$ cat src/common/vta_pkg.sv
// package: register map, field layout and carriers for the vbus threshold/alarm registers
package vta_pkg;

    // ------------------------------------------------------------
    // register offsets (byte addresses on the internal register port)
    // ------------------------------------------------------------
    localparam logic [7:0] ADDR_STOP_LOW = 8'h74; // discharge end level bits 7:0
    localparam logic [7:0] ADDR_STOP_HIGH = 8'h75; // discharge end level bits 9:8
    localparam logic [7:0] ADDR_OV_LOW = 8'h76; // over-voltage limit bits 7:0
    localparam logic [7:0] ADDR_OV_HIGH = 8'h77; // over-voltage limit bits 9:8
    localparam logic [7:0] ADDR_UV_LOW = 8'h78; // under-voltage limit bits 7:0
    localparam logic [7:0] ADDR_UV_HIGH = 8'h79; // under-voltage limit bits 9:8
    localparam logic [7:0] ADDR_EVENT_FLAGS = 8'h90; // extra event flags

    // ------------------------------------------------------------
    // widths, reset values and field positions
    // ------------------------------------------------------------
    localparam int LIMIT_W = 10; // threshold and measurement width
    localparam int STEP_MV = 25; // one lsb of any threshold, in mV
    localparam int HIGH_W = 2; // bits of a threshold held in its high byte
    localparam int EV_W = 4; // number of event flags
    localparam logic [LIMIT_W-1:0] LIMIT_RESET = 10'h000; // threshold reset value
    localparam logic [7:0] BYTE_RESET = 8'h00; // reset / unmapped read value
    localparam logic [EV_W-1:0] EV_RESET = 4'h0; // event flag reset value

    // event flag index (internal vector) and bit position in the status byte
    localparam int EV_SWAP = 0; // quick swap received
    localparam int EV_TEMP = 1; // overtemp
    localparam int EV_CFG = 2; // config pin over-voltage
    localparam int EV_SLOW = 3; // slow oscillator timer expired
    localparam int BIT_SWAP = 0;
    localparam int BIT_TEMP = 2;
    localparam int BIT_CFG = 3;
    localparam int BIT_SLOW = 4;

    // ------------------------------------------------------------
    // carriers
    // ------------------------------------------------------------
    typedef struct packed {
        logic wr; // write strobe, one cycle
        logic rd; // read strobe, one cycle
        logic [7:0] addr; // register offset
        logic [7:0] wdata; // write data
    } vta_req_t;

    typedef struct packed {
        logic [LIMIT_W-1:0] value; // measured vbus, 25 mV units
        logic valid; // one-cycle pulse: new measurement
    } vta_meas_t;

endpackage

$ cat src/verilog/vta_edge_sync.sv
// two-flop synchroniser with rising edge detect for asynchronous event levels
`timescale 1ns/1ps
module vta_edge_sync #(
    parameter int W = 4
) (
    input wire logic core_clk,
    input wire logic rstn,
    input wire logic [W-1:0] async_in,
    output logic [W-1:0] level,
    output logic [W-1:0] rise
);

    // ------------------------------------------------------------
    // synchroniser stages
    // ------------------------------------------------------------
    logic [W-1:0] meta; // first stage, read only by level
    logic [W-1:0] prev; // delayed copy for edge detect
    logic [W-1:0] next_meta;
    logic [W-1:0] next_level;
    logic [W-1:0] next_prev;

    // next values: shift through the stages
    always_comb begin
        next_meta = async_in;
        next_level = meta;
        next_prev = level;
    end

    // registers, synchronous active-low reset
    always_ff @(posedge core_clk) begin
        if (!rstn) begin
            meta <= '0;
            level <= '0;
            prev <= '0;
        end else begin
            meta <= next_meta;
            level <= next_level;
            prev <= next_prev;
        end
    end

    // edge seen only from synchronised stages
    assign rise = level & ~prev;

endmodule // vta_edge_sync

$ cat src/verilog/vta_regs.sv
// vbus discharge-end / alarm threshold registers, alarm compare and extra event flags
//
// Overview of operation
// - discharge end level: 10 bits, high byte 1:0
// - source stops discharge at level, else zero
// - over-voltage limit: 10 bits over two bytes
// - measurement above over limit sets alert
// - over limit of zero still compares
// - under-voltage limit: 10 bits over two bytes
// - measurement below under limit sets alert
// - status bit 4: slow timer expired
// - status bit 3: config pin over-voltage unattached
// - status bit 2: overtemp shutdown detected
// - status bit 0: quick swap received, enabled
// - reserved status bits read zero, ignore writes
// - flags clear by write-one or by read
// - flag interrupts only where mask bit set
`timescale 1ns/1ps
module vta_regs (
    input wire logic core_clk,
    input wire logic rstn,
    input vta_pkg::vta_req_t req,
    output logic [7:0] rdata,
    input vta_pkg::vta_meas_t meas,
    input wire logic voltage_alarm_inhibit,
    input wire logic clear_by_read,
    input wire logic quick_swap_receive_enable,
    input wire logic vbus_source_role,
    input wire logic discharge_active,
    input wire logic port_unattached,
    input wire logic slow_osc_timer_expired,
    input wire logic config_pin_overvoltage,
    input wire logic overtemp_detect,
    input wire logic quick_swap_signal,
    input wire logic [7:0] event_mask,
    output logic [vta_pkg::LIMIT_W-1:0] discharge_target,
    output logic discharge_halt,
    output logic over_voltage_alert_flag,
    output logic under_voltage_alert_flag,
    output logic [7:0] event_flags,
    output logic vendor_irq
);

    // ------------------------------------------------------------
    // state
    // ------------------------------------------------------------
    logic [vta_pkg::LIMIT_W-1:0] discharge_end_level; // stop level
    logic [vta_pkg::LIMIT_W-1:0] over_voltage_limit; // high alarm
    logic [vta_pkg::LIMIT_W-1:0] under_voltage_limit; // low alarm
    logic [vta_pkg::EV_W-1:0] status; // sticky event flags
    logic [vta_pkg::LIMIT_W-1:0] next_discharge_end_level;
    logic [vta_pkg::LIMIT_W-1:0] next_over_voltage_limit;
    logic [vta_pkg::LIMIT_W-1:0] next_under_voltage_limit;
    logic [vta_pkg::EV_W-1:0] next_status;
    logic [7:0] next_rdata;
    logic [vta_pkg::LIMIT_W-1:0] next_discharge_target;
    logic next_discharge_halt;
    logic next_ov_flag;
    logic next_uv_flag;
    logic [7:0] next_event_flags;
    logic next_vendor_irq;
    logic [7:0] status_byte; // status as seen on the bus
    logic [7:0] mask_byte_used; // mask bits where the flag is set
    logic [vta_pkg::EV_W-1:0] ev_rise; // synchronised rising edges
    logic [vta_pkg::EV_W-1:0] ev_set; // qualified set requests
    logic [vta_pkg::EV_W-1:0] ev_clr; // clear requests from software
    logic [vta_pkg::EV_W-1:0] wdata_flags; // write data at flag positions

    // ------------------------------------------------------------
    // event input synchronisers
    // ------------------------------------------------------------
    vta_edge_sync #(.W(vta_pkg::EV_W)) u_sync (
        .core_clk(core_clk),
        .rstn(rstn),
        .async_in({slow_osc_timer_expired, config_pin_overvoltage,
                   overtemp_detect, quick_swap_signal}),
        .level(),
        .rise(ev_rise)
    );

    // ------------------------------------------------------------
    // status byte packing
    // ------------------------------------------------------------
    // reserved bits 7:5 and 1 stay zero on read
    always_comb begin
        status_byte = vta_pkg::BYTE_RESET;
        status_byte[vta_pkg::BIT_SWAP] = status[vta_pkg::EV_SWAP];
        status_byte[vta_pkg::BIT_TEMP] = status[vta_pkg::EV_TEMP];
        status_byte[vta_pkg::BIT_CFG] = status[vta_pkg::EV_CFG];
        status_byte[vta_pkg::BIT_SLOW] = status[vta_pkg::EV_SLOW];
        wdata_flags[vta_pkg::EV_SWAP] = req.wdata[vta_pkg::BIT_SWAP];
        wdata_flags[vta_pkg::EV_TEMP] = req.wdata[vta_pkg::BIT_TEMP];
        wdata_flags[vta_pkg::EV_CFG] = req.wdata[vta_pkg::BIT_CFG];
        wdata_flags[vta_pkg::EV_SLOW] = req.wdata[vta_pkg::BIT_SLOW];
        mask_byte_used = event_mask & status_byte;
    end

    // ------------------------------------------------------------
    // next-state computation
    // ------------------------------------------------------------
    always_comb begin
        next_discharge_end_level = discharge_end_level;
        next_over_voltage_limit = over_voltage_limit;
        next_under_voltage_limit = under_voltage_limit;
        next_rdata = rdata;
        // register writes: each byte lands in its own slice
        if (req.wr) begin
            case (req.addr)
                vta_pkg::ADDR_STOP_LOW: next_discharge_end_level[7:0] = req.wdata;
                vta_pkg::ADDR_STOP_HIGH: begin
                    next_discharge_end_level[9:8] = req.wdata[1:0];
                end
                vta_pkg::ADDR_OV_LOW: next_over_voltage_limit[7:0] = req.wdata;
                vta_pkg::ADDR_OV_HIGH: next_over_voltage_limit[9:8] = req.wdata[1:0];
                vta_pkg::ADDR_UV_LOW: next_under_voltage_limit[7:0] = req.wdata;
                vta_pkg::ADDR_UV_HIGH: next_under_voltage_limit[9:8] = req.wdata[1:0];
                default: ; // flags handled below, others ignored
            endcase
        end
        // register reads: data held until the next read
        if (req.rd) begin
            case (req.addr)
                vta_pkg::ADDR_STOP_LOW: next_rdata = discharge_end_level[7:0];
                vta_pkg::ADDR_STOP_HIGH: next_rdata = {6'h00, discharge_end_level[9:8]};
                vta_pkg::ADDR_OV_LOW: next_rdata = over_voltage_limit[7:0];
                vta_pkg::ADDR_OV_HIGH: next_rdata = {6'h00, over_voltage_limit[9:8]};
                vta_pkg::ADDR_UV_LOW: next_rdata = under_voltage_limit[7:0];
                vta_pkg::ADDR_UV_HIGH: next_rdata = {6'h00, under_voltage_limit[9:8]};
                vta_pkg::ADDR_EVENT_FLAGS: next_rdata = status_byte;
                default: next_rdata = vta_pkg::BYTE_RESET; // unmapped
            endcase
        end
        // event qualification
        ev_set = vta_pkg::EV_RESET;
        ev_set[vta_pkg::EV_SLOW] = ev_rise[vta_pkg::EV_SLOW];
        ev_set[vta_pkg::EV_CFG] = ev_rise[vta_pkg::EV_CFG] & port_unattached;
        ev_set[vta_pkg::EV_TEMP] = ev_rise[vta_pkg::EV_TEMP];
        ev_set[vta_pkg::EV_SWAP] = ev_rise[vta_pkg::EV_SWAP] & quick_swap_receive_enable;
        // clear: write-one in mode 0, read of the status byte in mode 1
        ev_clr = vta_pkg::EV_RESET;
        if (!clear_by_read && req.wr && req.addr == vta_pkg::ADDR_EVENT_FLAGS) begin
            ev_clr = wdata_flags;
        end else if (clear_by_read && req.rd && req.addr == vta_pkg::ADDR_EVENT_FLAGS) begin
            ev_clr = status; // only what was returned is cleared
        end
        // a set in the same cycle wins over the clear
        next_status = (status & ~ev_clr) | ev_set;
        // alarm compare on each new measurement, same 25 mV units
        next_ov_flag = meas.valid && !voltage_alarm_inhibit
                       && (meas.value > over_voltage_limit);
        next_uv_flag = meas.valid && !voltage_alarm_inhibit
                       && (meas.value < under_voltage_limit);
        // source honours a nonzero stop level, otherwise safe zero
        next_discharge_target = vbus_source_role ? discharge_end_level : vta_pkg::LIMIT_RESET;
        next_discharge_halt = discharge_active && meas.valid
                              && (meas.value <= discharge_target);
        next_event_flags = status_byte;
        next_vendor_irq = |mask_byte_used;
    end

    // ------------------------------------------------------------
    // registers
    // ------------------------------------------------------------
    always_ff @(posedge core_clk) begin
        if (!rstn) begin
            discharge_end_level <= vta_pkg::LIMIT_RESET;
            over_voltage_limit <= vta_pkg::LIMIT_RESET;
            under_voltage_limit <= vta_pkg::LIMIT_RESET;
            status <= vta_pkg::EV_RESET;
            rdata <= vta_pkg::BYTE_RESET;
            discharge_target <= vta_pkg::LIMIT_RESET;
            discharge_halt <= 1'b0;
            over_voltage_alert_flag <= 1'b0;
            under_voltage_alert_flag <= 1'b0;
            event_flags <= vta_pkg::BYTE_RESET;
            vendor_irq <= 1'b0;
        end else begin
            discharge_end_level <= next_discharge_end_level;
            over_voltage_limit <= next_over_voltage_limit;
            under_voltage_limit <= next_under_voltage_limit;
            status <= next_status;
            rdata <= next_rdata;
            discharge_target <= next_discharge_target;
            discharge_halt <= next_discharge_halt;
            over_voltage_alert_flag <= next_ov_flag;
            under_voltage_alert_flag <= next_uv_flag;
            event_flags <= next_event_flags;
            vendor_irq <= next_vendor_irq;
        end
    end
endmodule // vta_regs

$ cat config.mk
export PLATFORM = sky130hd
export DESIGN_NAME = vta_regs
export DESIGN_NICKNAME = d
export VERILOG_FILES = /design/src/common/vta_pkg.sv /design/src/verilog/vta_edge_sync.sv /design/src/verilog/vta_regs.sv
export SDC_FILE = /design/constraint.sdc
export NUM_CORES = 1
export LEC_CHECK = 0
export CAP_MARGIN = 20
export CELL_PAD_IN_SITES_DETAIL_PLACEMENT = 1
export CELL_PAD_IN_SITES_GLOBAL_PLACEMENT = 1
export CORE_MARGIN = 4
export CORE_UTILIZATION = 43
export DETAILED_ROUTE_END_ITERATION = 10
export DONT_BUFFER_PORTS = 1
export PLACE_DENSITY_LB_ADDON = 0.1
export SETUP_SLACK_MARGIN = 0.3
export SYNTH_ARGS = -nofsm -noshare
export SYNTH_HDL_FRONTEND = slang
export SYNTH_HIERARCHICAL = 1
export SYNTH_SLANG_ARGS = --single-unit
$ cat constraint.sdc
create_clock -name core_clk -period 1.68 [get_ports core_clk]
set_input_delay 0.168 -clock core_clk [delete_from_list [all_inputs] [get_ports core_clk]]
set_output_delay 0.168 -clock core_clk [all_outputs]
set_load 0.005 [all_outputs]
==> flow_summary.yaml <==
status:
  status: "complete, no violations"
setup_path:
  max_stage_delay_ns: 0.34
  path_class: "reg -> reg"
  worst-path-max-fanout: 3
  reg2regPathDepth: 7
  worstReg2RegEnd: "discharge_halt$_SDFF_PN0_"
  crit_buf_inv: 1
  cp.arrival_ns: 1.89
  r2r-start: "discharge_target[4]$_SDFF_PN0_"
  crit_required_ns: 1.97
  path_depth: 7
  crit_end: "discharge_halt$_SDFF_PN0_"
  critPathTopFamily: "compound AO/OA/AOI/OAI gates"
  cp_cell_sequence: "inv_2 > ha_4 > a21oi_1 > nand2_1 > a221o_1 > a211o_1 > a21oi_2"
  startpoint_type: "flip-flop"
  crit_path_end_kind: "flip-flop"
  crit_start: "discharge_target[4]$_SDFF_PN0_"
  r2r_slack_ns: 0.08
  cp_slowest_cell: "dfxtp_2"
power:
  irDropWorstVdd_uv: 436
  total_power_w: 0.00335
  p_per_area_nw_per_um2: 757
  leakagePower_nw: 1.73
timing:
  clock_skew_ns: 0.0113
  finalCriticalPeriod_ns: 1.60
  whs_ns: 0.00953
  rsz0062_at_grt: "yes"
  hold_viol: 0
  tightest_slew_ns: 0.514
  tns_ns: 0
  setup_violations: 0
  relSlewSlack_pct: 65.4
  finalMaxSlewViolations: 0
  fmax_mhz: 624
  period_share_pct: 95.4
route:
  firstDrtPassIters: 4
  wl_per_cell_um: 19.9
  viasPerCell: 5.45
  drc_errors: 0
  wl_mm: 10.3
  vias: 2826
  antenna_violating_nets_post_route: 0
  drt_iter0_drc: 62
clocking:
  path_clk_slew_ns: 0.08
  clockBufferDepth: 2
  insertion_delay_ns: 0.36
  cts-htree-levels: 3
  clockRootBuffer: "clkbuf_8"
  cts_sinks: 72
  cts_tree: "built"
  cts_made_buffers: 9
die:
  io_pins: 79
  die_y_um: 100
  die_x_um: 100
  initial_utilization_pct: 44.5
  core_um2: 8260
  row_count: 33
  die_area_um2: 10100
logic_synthesis:
  synthArstFlopShare_pct: 0
  synth_edf_count: 0
  synth_ff_type: "dfxtp_1"
  synth_area_leader_cell: "dfxtp_1"
  synth_top_cell_area_share_pct: 39.2
  synth_area_um2: 3680
  netlist-cell-type-count: 56
  avgSynthCellArea_um2: 9.83
  synth_seq_cells: 72
  ys_seq_area_share_pct: 39.2
  syn_inst: 374
  synth_area_leaders: "dfxtp_1 (39%), ha_1 (9.9%), mux2i_1 (8.2%)"
  yosysWarnings: 6
run:
  cap_violations: 0
grt:
  grt_pass1_vias: 2894
  grt_usage_pct: 21.0
  grt_overflow_total: 0
  grt_max_degree: 65
  antenna_found_initial: 0
  grt_pass1_wl_mm: 16.2
layout:
  insertedDiodeCount: 0
  final_common_cell: "dfxtp_1"
  area_growth_pct: 20.5
  final_cell_mix: "dfxtp_1 (60), nor2b_1 (35), mux2i_1 (30)"
  drive_gt1_share_pct: 25.4
  fin_nets: 487
  fillerInstances: 960
  multi_input_area_um2: 2200
  seqCellArea_um2: 1460
placed_design:
  place.gp.congestion: 0.760
  dp_hpwl_mm: 7.09
  port_buffers: 0
min_path:
  hold_class: "in -> reg"
-- timing repair --
item	CTS	global route
hold buffers	20	0
setup endpoints to repair	3	9
gates resized for setup	17	28
endpoints found under the hold margin	68	0
pin swaps	10	14
buffers inserted	5	2
-- state kept, by name (all words and copies together), names as in the netlist --
signal	cells
under_voltage_limit	10
u_sync/prev	4
over_voltage_limit	10
u_sync/level	4
event_flags	4
discharge_target	10
discharge_end_level	10
discharge_halt	1
rdata	8
status	4
vendor_irq	1
over_voltage_alert_flag	1
u_sync/meta	4
under_voltage_alert_flag	1
-- per-layer routing --
metal / vias up / part of all wire [%] / track usage (%) / wire length [µm]
li1: 1377 / - / - / -
met1: 1385 / 43 / 26.7 / 4460
met2: 53 / 52 / 36.4 / 5400
met3: 11 / 3.5 / 4.15 / 366
met4: 0 / 1.1 / 5.60 / 112
met5: - / 0 / 0 / 0
-- per-stage QoR --
stage	util (%)	instances	setup WS (ns)	area, µm²
2_1_floorplan	-	377	0.124	3700
3_3_place_gp	46.0	476	0.0658	3800
3_5_place_dp	46.0	476	0.0357	3800
4_1_cts	52.0	517	0.0437	4290
5_1_grt	53.7	519	-0.0280	4430
6_report	53.7	519	0.0778	4430
-- final cells by class --
cell class / count / share of cell area [%]
clock buffer: 9 / 2.80
clock inverter: 7 / 1.38
inverter: 32 / 2.71
multi-input combinational: 257 / 49.6
sequential: 72 / 32.9
tap: 105 / 2.97
timing repair buffer: 37 / 7.62
-- how the worst min path moves through the flow --
stage,slack [ns],endpoint,depth (start not counted),start
finish,0.01,discharge_halt$_SDFF_PN0_,2,rstn
global route,0.002,discharge_halt$_SDFF_PN0_,2,rstn
CTS,0.006,discharge_halt$_SDFF_PN0_,2,rstn
detailed placement,0.27,rdata[1]$_SDFFE_PN0P_,1,req[16]
global placement,0.26,rdata[1]$_SDFFE_PN0P_,1,req[16]
floorplan,0.30,u_sync/meta[1]$_SDFF_PN0_,1,overtemp_detect
-- cell usage after synthesis (2+ instances only) --
library cell  number
nand4b_1           2
nor3_4             2
mux4_2             2
a21boi_0           6
buf_6              2
inv_1             32
ha_1              29
clkbuf_1           7
a21oi_1           13
o21ai_0           14
nor3_1             2
o21ai_1            4
and2_2             8
o21a_1             5
nor2_1            10
and3_1            10
nor3b_2            2
a22o_1             3
a22oi_1            4
nand3_1            5
nand2_1           20
a211oi_1           6
nand4_4            2
and4_1             2
and4b_1            2
nor2b_1           35
dfxtp_1           72
a222oi_1           3
mux2i_1           30
and2_1             9
buf_4              6
-- cell families after synthesis --
| group | count (synthesis) | synth area share, % |
|---|---|---|
| simple gates | 124 | 22.8 |
| mux | 32 | 9.39 |
| other cells | 1 | 0.102 |
| compound gates | 68 | 12.3 |
| buf+inv | 48 | 6.36 |
| fa+ha+maj | 29 | 9.87 |
| flops | 72 | 39.2 |
-- power by group --
group	leakage, nW	total [W]	switching [W]	internal, W
combinational	1.06	0.000295	0.000145	0.000151
sequential	0.589	0.00174	0.0000134	0.00173
clock	0.0888	0.00132	0.000752	0.000564
No activity file was read; power rests on OpenSTA's default activity.
